## src/include/txcpr_defs.svh

```systemverilog
`ifndef TXCPR_DEFS_SVH
`define TXCPR_DEFS_SVH
`define TXCPR_ADDR_W 5
`define TXCPR_A_TXP 5'h1a
`define TXCPR_A_OSC 5'h1b
`define TXCPR_A_PKL 5'h1c
`define TXCPR_A_NODE 5'h1d
`define TXCPR_A_FMT 5'h1e
`define TXCPR_A_FIFO 5'h1f
`define TXCPR_RST_TXP 8'h72
`define TXCPR_RST_OSC 8'hbc
`define TXCPR_RST_PKL 8'h00
`define TXCPR_RST_NODE 8'h00
`define TXCPR_RST_FMT 8'h48
`define TXCPR_RST_FIFO 8'h00
`define TXCPR_WMASK_TXP 8'hfe
`define TXCPR_WMASK_OSC 8'hfc
`define TXCPR_WMASK_FMT 8'hfe
`define TXCPR_WMASK_FIFO 8'hc0
`define TXCPR_FILT_OFF 2'h0
`define TXCPR_FILT_NODE 2'h1
`define TXCPR_FILT_ZERO 2'h2
`define TXCPR_BCAST_ZERO 8'h00
`define TXCPR_BCAST_ONES 8'hff
`define TXCPR_DIV_BYPASS 5'h00
`define TXCPR_DIV_ONE 6'h01
`define TXCPR_F_CUTOFF 7:4
`define TXCPR_F_POWER 3:1
`define TXCPR_F_CLKON 7
`define TXCPR_F_CLKDIV 6:2
`define TXCPR_F_MANCH 7
`define TXCPR_F_LEN 6:0
`define TXCPR_F_VARFMT 7
`define TXCPR_F_PREAMB 6:5
`define TXCPR_F_WHITE 4
`define TXCPR_F_CRCON 3
`define TXCPR_F_FILT 2:1
`define TXCPR_F_UPPER 7:1
`define TXCPR_F_AUTOCLR 7
`define TXCPR_F_STBY 6
`endif

```

## src/include/txcpr_pkg.sv

```systemverilog
package txcpr_pkg;
   typedef struct packed {
      logic [3:0] interpCutoff;
      logic [2:0] txPower;
      logic clkoutOn;
      logic [4:0] clkoutDiv;
      logic manchesterOn;
      logic [6:0] payloadLength;
      logic [7:0] nodeAddress;
      logic variableFormat;
      logic [1:0] preambleSize;
      logic whiteningOn;
      logic crcOn;
      logic [1:0] addrFilter;
      logic crcAutoClearOff;
      logic fifoStbyRead;
   } txcpr_cfg_s;
   typedef struct packed {
      logic [7:0] txp;
      logic [7:0] osc;
      logic [7:0] pkl;
      logic [7:0] node;
      logic [7:0] fmt;
      logic [7:0] fifo;
      logic crcPass;
      logic [7:0] rdData;
      logic addrAccept;
   } txcpr_regs_s;
   typedef struct packed {
      logic [5:0] cnt;
      logic clkOut;
   } txcpr_div_s;
endpackage

```

## src/hw/tx_clkout_packet_config_regs.sv

```systemverilog
`timescale 1ns/1ps
`include "txcpr_defs.svh"
module tx_clkout_packet_config_regs (
   input wire logic core_clk,
   input wire logic rst,
   input wire logic clkEn,
   input wire logic regWrEn,
   input wire logic regRdEn,
   input wire logic [4:0] regAddr,
   input wire logic [7:0] regWrData,
   output logic [7:0] regRdData,
   input wire logic crcResultValid,
   input wire logic crcResultPass,
   input wire logic rxAddrValid,
   input wire logic [7:0] rxAddr,
   output logic rxAddrAccept,
   output logic clkOut,
   output txcpr_pkg::txcpr_cfg_s cfg
);
   txcpr_pkg::txcpr_regs_s state_ff;
   txcpr_pkg::txcpr_regs_s nxt_state;
   logic divClk;

   function automatic logic addr_ok(input logic [1:0] mode, input logic [7:0] node, input logic [7:0] a);
      logic ok;
      ok = 1'b0;
      unique case (mode)
         `TXCPR_FILT_OFF: ok = 1'b1;
         `TXCPR_FILT_NODE: ok = (a == node);
         `TXCPR_FILT_ZERO: ok = (a == node) || (a == `TXCPR_BCAST_ZERO);
         default: ok = (a == node) || (a == `TXCPR_BCAST_ZERO) || (a == `TXCPR_BCAST_ONES);
      endcase
      return ok;
   endfunction

   function automatic logic [7:0] merge(input logic [7:0] old, input logic [7:0] wd, input logic [7:0] mask);
      return (wd & mask) | (old & ~mask);
   endfunction

   always_comb begin
      nxt_state = state_ff;
      if (regWrEn) begin
         unique case (regAddr)
            `TXCPR_A_TXP: nxt_state.txp = merge(state_ff.txp, regWrData, `TXCPR_WMASK_TXP);
            `TXCPR_A_OSC: nxt_state.osc = merge(state_ff.osc, regWrData, `TXCPR_WMASK_OSC);
            `TXCPR_A_PKL: nxt_state.pkl = regWrData;
            `TXCPR_A_NODE: nxt_state.node = regWrData;
            `TXCPR_A_FMT: nxt_state.fmt = merge(state_ff.fmt, regWrData, `TXCPR_WMASK_FMT);
            `TXCPR_A_FIFO: nxt_state.fifo = merge(state_ff.fifo, regWrData, `TXCPR_WMASK_FIFO);
            default: ;
         endcase
      end
      if (crcResultValid) begin
         nxt_state.crcPass = crcResultPass;
      end
      if (regRdEn) begin
         unique case (regAddr)
            `TXCPR_A_TXP: nxt_state.rdData = state_ff.txp;
            `TXCPR_A_OSC: nxt_state.rdData = state_ff.osc;
            `TXCPR_A_PKL: nxt_state.rdData = state_ff.pkl;
            `TXCPR_A_NODE: nxt_state.rdData = state_ff.node;
            `TXCPR_A_FMT: nxt_state.rdData = {state_ff.fmt[`TXCPR_F_UPPER], state_ff.crcPass};
            `TXCPR_A_FIFO: nxt_state.rdData = state_ff.fifo;
            default: nxt_state.rdData = '0;
         endcase
      end
      if (rxAddrValid) begin
         nxt_state.addrAccept = addr_ok(state_ff.fmt[`TXCPR_F_FILT], state_ff.node, rxAddr);
      end
   end

   always_ff @(posedge core_clk or posedge rst) begin
      if (rst) begin
         state_ff.txp <= `TXCPR_RST_TXP;
         state_ff.osc <= `TXCPR_RST_OSC;
         state_ff.pkl <= `TXCPR_RST_PKL;
         state_ff.node <= `TXCPR_RST_NODE;
         state_ff.fmt <= `TXCPR_RST_FMT;
         state_ff.fifo <= `TXCPR_RST_FIFO;
         state_ff.crcPass <= 1'b0;
         state_ff.rdData <= '0;
         state_ff.addrAccept <= 1'b0;
      end else if (clkEn) begin
         state_ff <= nxt_state;
      end
   end

   txcpr_clk_div u_div (
      .core_clk(core_clk),
      .rst(rst),
      .clkEn(clkEn),
      .enable(state_ff.osc[`TXCPR_F_CLKON]),
      .divCode(state_ff.osc[`TXCPR_F_CLKDIV]),
      .clkOut(divClk)
   );

   assign regRdData = state_ff.rdData;
   assign rxAddrAccept = state_ff.addrAccept;
   assign clkOut = divClk;
   always_comb begin
      cfg.interpCutoff = state_ff.txp[`TXCPR_F_CUTOFF];
      cfg.txPower = state_ff.txp[`TXCPR_F_POWER];
      cfg.clkoutOn = state_ff.osc[`TXCPR_F_CLKON];
      cfg.clkoutDiv = state_ff.osc[`TXCPR_F_CLKDIV];
      cfg.manchesterOn = state_ff.pkl[`TXCPR_F_MANCH];
      cfg.payloadLength = state_ff.pkl[`TXCPR_F_LEN];
      cfg.nodeAddress = state_ff.node;
      cfg.variableFormat = state_ff.fmt[`TXCPR_F_VARFMT];
      cfg.preambleSize = state_ff.fmt[`TXCPR_F_PREAMB];
      cfg.whiteningOn = state_ff.fmt[`TXCPR_F_WHITE];
      cfg.crcOn = state_ff.fmt[`TXCPR_F_CRCON];
      cfg.addrFilter = state_ff.fmt[`TXCPR_F_FILT];
      cfg.crcAutoClearOff = state_ff.fifo[`TXCPR_F_AUTOCLR];
      cfg.fifoStbyRead = state_ff.fifo[`TXCPR_F_STBY];
   end
endmodule

```

## src/hw/txcpr_clk_div.sv

```systemverilog
`timescale 1ns/1ps
`include "txcpr_defs.svh"
module txcpr_clk_div (
   input wire logic core_clk,
   input wire logic rst,
   input wire logic clkEn,
   input wire logic enable,
   input wire logic [4:0] divCode,
   output logic clkOut
);
   txcpr_pkg::txcpr_div_s state_ff;
   txcpr_pkg::txcpr_div_s nxt_state;
   always_comb begin
      nxt_state = state_ff;
      if (!enable) begin
         nxt_state.cnt = '0;
         nxt_state.clkOut = 1'b0;
      end else if (divCode == `TXCPR_DIV_BYPASS) begin
         nxt_state.cnt = '0;
         nxt_state.clkOut = ~state_ff.clkOut;
      end else if ((state_ff.cnt + `TXCPR_DIV_ONE) >= {1'b0, divCode}) begin
         // half period of code cycles gives divide by twice the code
         nxt_state.cnt = '0;
         nxt_state.clkOut = ~state_ff.clkOut;
      end else begin
         nxt_state.cnt = state_ff.cnt + `TXCPR_DIV_ONE;
      end
   end
   always_ff @(posedge core_clk or posedge rst) begin
      if (rst) begin
         state_ff <= '0;
      end else if (clkEn) begin
         state_ff <= nxt_state;
      end
   end
   assign clkOut = state_ff.clkOut;
endmodule

```

## config.mk

```make
export PLATFORM = sky130hd
export DESIGN_NAME = tx_clkout_packet_config_regs
export DESIGN_NICKNAME = d
export VERILOG_FILES = /design/src/include/txcpr_pkg.sv /design/src/hw/tx_clkout_packet_config_regs.sv /design/src/hw/txcpr_clk_div.sv
export VERILOG_INCLUDE_DIRS = /design/src /design/src/include
export SDC_FILE = /design/constraint.sdc
export NUM_CORES = 1
export LEC_CHECK = 0
export ABC_AREA = 0
export BUFFER_PORTS_ARGS = -buffer_cell sky130_fd_sc_hd__buf_2
export CORE_UTILIZATION = 45
export CTS_CLUSTER_DIAMETER = 80
export DETAILED_ROUTE_END_ITERATION = 10
export PLACE_DENSITY = 0.74
export SKIP_CTS_REPAIR_TIMING = 1
export SYNTH_ARGS = -nofsm -noshare
export SYNTH_HDL_FRONTEND = slang
export SYNTH_SLANG_ARGS = --single-unit
export TNS_END_PERCENT = 100
```

## constraint.sdc

```tcl
create_clock -name core_clk -period 2.2 [get_ports core_clk]
set_clock_uncertainty 0.15 [all_clocks]
set_input_delay 0.66 -clock core_clk [delete_from_list [all_inputs] [get_ports core_clk]]
set_output_delay 0.66 -clock core_clk [all_outputs]
set_load 0.01 [all_outputs]
```

### Word level (Yosys, flattened, before mapping)

Cells that the tools add are included.

* register bits after elaboration: 65
* output and inout port bits: 48
* word-level logic and storage cells: 50

* add/subtract/negate cells: 1
* order comparisons: 1
* equality and inequality tests: 11
* mux-type cells: 6
* bitwise operators: 5
* reduce and logical (&&, ||, !) cells: 15

Operators with widths (number)
* 8-bit case mux with 6 select lines: 1
* 5-bit == test, second input constant: 6
* 3-bit AND reduction: 6
* 8-bit by 1-bit OR with 8-bit output: 2
* 7-bit two-way mux: 2
* 8-bit == test: 1
* 8-bit == test, second input constant: 1
* 8-bit zero test: 1
* 8-bit by 2-bit OR with 8-bit output: 1
* 8-bit by 6-bit OR with 8-bit output: 1
* 2-bit AND reduction: 4
* 6-bit by 1-bit adder with 6-bit output, second input constant: 1
* 6-bit by 5-bit >= comparator with 1-bit output: 1
* 6-bit two-way mux: 1
* 5-bit zero test: 1
* 3-bit by 1-bit inequality test with 1-bit output, second input constant: 1
* 1-bit case mux with 3 select lines: 1
* 2-bit by 1-bit == test with 1-bit output, second input constant: 1
* 2-bit == test, second input constant: 1
* 2-bit zero test: 1
* 1-bit logical OR: 2
* 1-bit two-way mux: 1
* 1-bit inverter: 1

### Logic depth before layout (Yosys ltp)

* depth in word-level cells: 5
* mapped depth: 8
* depth with buffers taken out: 8

### Cells and area by module

A second synthesis with hierarchy kept.

* cell total of the unflattened synthesis: 283
* area, all modules: 3156.8 um2

By module, submodules not included
* tx_clkout_packet_config_regs: times used 1, cells an instance 223, area an instance 2635.0 um2, sequential area each 1214.9 um2
* txcpr_clk_div: times used 1, cells an instance 60, area an instance 521.8 um2, sequential area each 175.2 um2

### Least setup slack after synthesis

OpenSTA, ideal clock, no wires.

* kind: reg-to-reg
* start point: register u_div.state_ff[1] (netlist name)
* end point: register u_div.state_ff, in the netlist u_div.clkOut
* setup time: 0.125 ns
* data arrival time: 1.917 ns
* required time: 1.925 ns
* path slack: 0.009 ns
* stages on the path, launching flop included: 9
* clock period less this slack: 2.191 ns
* cells stage by stage: dfrtp_1 ha_1 xor2_1 ha_1 o21ai_0 o21ai_0 o211ai_1 a21boi_0 mux2_2

* cells in the longest elaborated chain, start to end: 4

Ends and longest elaborated chain
* start, declared: line txcpr_clk_div.sv:11 `txcpr_pkg::txcpr_div_s state_ff;`
* start signal, assigned: line txcpr_clk_div.sv:33 `state_ff <= nxt_state;`
* 6-bit by 1-bit adder with 6-bit output (no line)
* 6-bit by 5-bit >= comparator with 1-bit output: line txcpr_clk_div.sv:21 `` end else if ((state_ff.cnt + `TXCPR_DIV_ONE) >= {1'b0, divCode}) begin ``
* 3-bit by 1-bit inequality test with 1-bit output (no line)
* 2-bit AND reduction (no line)

No other way between the ends.
A chain may end at the register's enable or synchronous reset.

### Final worst setup path

* start point: register u_div.state_ff[2] (netlist name)
* end point: register u_div.state_ff, in the netlist u_div.clkOut

Same word-level chain as after synthesis.

==> key figures <==
Run status
  – Outcome: finished clean

Layout
  – Nets: 374
  – Area of the multi-input gates: 0.00132 mm2
  – Area occupied by registers: ~0.0014 mm2
  – Post-Layout Cell Count: between 400 and 500
  – Area Growth Syn to Fin: 12.2%
  – Antenna cells: 0
  – Fillers: around 620
  – Share of cells above drive strength 1: a little under 50%

Floorplan
  – Starting Density: between 40% and 50%
  – Die W: 85.3 um
  – # IOs: 77
  – Total core area: 0.00676 mm2
  – Die Height: 85.3 um
  – Total die area: around 0.0073 mm2
  – Rows: 30

Timing
  – Tcrit/Tclk final: a little over nine tenths
  – Setup ws final: 79.0 ps
  – Worst Max-Slew Pin Slew: 784 ps
  – Minimum clock period: 2120 ps
  – Fin. Hold Viols: 0
  – Fmax: between 0.4 and 0.5 GHz
  – Setup violators final: 0
  – Rel. slew slack: roughly 47%
  – RSZ-0062 raised after global routing: true
  – Pins Over Slew Limit: 0

Min path
  – HP Class: in -> async

Place
  – GP Congestion: between 0.8 and 0.9
  – Port buffer count: between 70 and 80
  – Dpl hpwl: around 5.5 mm
  – Placed cell count: slightly above 400
  – Post-Place Worst Slack: -30.2 ps

Drt
  – DR DRC count: 0
  – Wire per inst: roughly 17 um
  – Routed wire length: 7.04 mm
  – Antenna Nets Post-Route: 0
  – Router iterations before antenna repair: 4
  – Vias per cell: between 5 and 6
  – Drt initial violations: 180
  – Via count: 2330

Critical path
  – CP arrival: 2160 ps
  – Crit path capture type: register
  – Critical path class: reg -> reg
  – Crit path launch type: register
  – Critical path fanouts, max: 3
  – Reg2reg path depth: 8
  – Critical Path RT: between 2000 and 2500 ps
  – R2R setup slack: approximately 80 ps

Global routing
  – Largest net degree at the start of global routing: 36
  – Vias in the first global route: 2252
  – Grt ovf: 0
  – First-pass GRT wire length: 11.3 mm
  – Initial antenna violation count: 0
  – Total track usage: 20.1%

Clock network
  – Clk Latency, worst-skew pair: about 310 ps
  – CTS tree: yes
  – TritonCTS Buffers: 5
  – Root buffer cell: clkbuf_8
  – Clock transition at path regs: around 90 ps
  – Maximum buffer depth of the clock tree: 2
  – Clock Sink Count: between 50 and 60
  – H-tree depth: 2

Yosys
  – Synth Area per Inst: about 11 um2
  – Post-synth EDFFs: 0
  – Synthesized Nets: between 300 and 400
  – Leading area contributor after synthesis: dfrtp_1
  – Synthesized flop and latch total: between 50 and 60
  – Main synth FF type: dfrtp_1
  – Top cells by area, synth: dfrtp_1 (35%), buf_4 (12%), mux2_2 (11%), dfstp_2 (9.2%), xor2_1 (2.5%)
  – Sequential area share after synthesis: 44.5%
  – Synthesized cell area: 0.00313 mm2
  – Post-synth top area share: a little over a third
  – FFs w/ async S/R, synth: between 90% and 100%
  – Unique masters post-synth: 43
  – Ys Warns: 0
  – Synthesized instance count: roughly 290

Run
  – Max cap viols: 0

Power and ir drop
  – P_leak: approximately 0.0018 uW
  – VDD IR max: ~470 uV
  – Power Density: around 770 mW/mm2
==> kinds of logic after synthesis <==
family	after synthesis	synth area share, %
buffers and inverters	67	14.2
and+or+nand+nor	58	11.0
DFF	55	44.5
AOI/OAI and AO/OA	53	11.3
muxes	37	13.5
xor gates and xnor gates	11	3.08
adders and majority gates	6	2.40
==> layer usage <==
metal / track usage [%] / part of all wire [%] / vias to the layer above
met3: 4.28 / 6.2 / 5
li1: - / - / 1079
met4: 4.09 / 0.60 / 0
met5: 0 / 0 / -
met2: 34.2 / 48 / 87
met1: 26.7 / 46 / 1159
==> registers in the layout, indices dropped and copies added, names as in the netlist <==
| register | count |
|---|---|
| regRdData | 8 |
| u_div.state_ff | 6 |
| cfg | 38 |
| state_ff | 1 |
| u_div.clkOut | 1 |
| rxAddrAccept | 1 |
==> critical path, stage by stage (launching register included) <==
cell	delay (ps)
dfrtp_1	400
ha_2	210
xor2_1	150
ha_1	280
o21ai_1	70
o21ai_1	140
o211ai_1	130
a21boi_1	150
mux2_2	340
==> final timing paths <==
path	start	end
min in group core_clk	regRdData[6]	regRdData[6]
max	u_div.state_ff[2]	u_div.clkOut
max in group asynchronous	rst	cfg[36]
max reg2reg	u_div.state_ff[2]	u_div.clkOut
min	rst	rxAddrAccept
min reg2reg	regRdData[6]	regRdData[6]
==> where the power goes <==
part	switching, uW	internal, uW
combinational	408	390
sequential	161	1190
clock	319	223
==> area by class of cell <==
cell class,count,share of cell area [%]
clock buffers,6,2.07
clock inverters,2,0.357
repair buffers,99,16.1
well taps,80,2.85
flip-flops and latches,55,39.6
inverters,13,1.39
multi-input cells,165,37.6
==> cell usage in the layout (no fill, tap or decap), drive strengths merged <==
cell type,instances
nand2,20
o211ai,2
a311o,1
nand3,6
o22ai,4
nor3b,1
nor2,6
a21o,8
inv,13
nor2b,2
dfrtp,44
a21boi,1
dfstp,11
nand2b,1
clkinvlp,1
nand4,3
o21ai,10
a222oi,5
mux2,35
a22oi,8
xnor2,2
and3,6
a21oi,10
or3,1
buf,99
nor3,6
a31oi,3
o21a,1
mux2i,2
clkbuf,6
nor4,6
clkinv,1
xor2,9
ha,6
==> synth_stat cells (2+ instances only) <==
cell      number
mux2_2        31
mux2i_1        2
nor3_1         3
nor4_4         2
dfstp_2       11
o22ai_1        4
nor2b_1        2
mux2_1         2
o211ai_1       2
nand2_1       19
inv_1         12
buf_2          3
a222oi_1       5
nand3_1        5
xnor2_1        2
xor2_1         9
ha_1           6
mux2_4         2
nor3_2         3
dfrtp_1       44
a22oi_1        8
and3_1         6
buf_4         48
nand4_1        3
a21o_1         8
nor2_1         6
a31oi_1        3
a21oi_1       10
o21ai_0        9
nor4_1         4
==> stage by stage <==
step	instance area, um2	setup TNS, ps	power [uW]	hold slack [ps]	util (%)
after CTS	3470	-51.7	2670	77.3	51.4
final	3510	0	2690	82.5	51.9
after global placement	3390	0	2090	304	50.1
after detailed placement	3390	-30.2	2120	311	50.1
after floorplan	3130	0	1910	301	-
after global routing	3510	-61.5	2860	72.8	51.9
No activity file was read; power rests on OpenSTA's default activity.
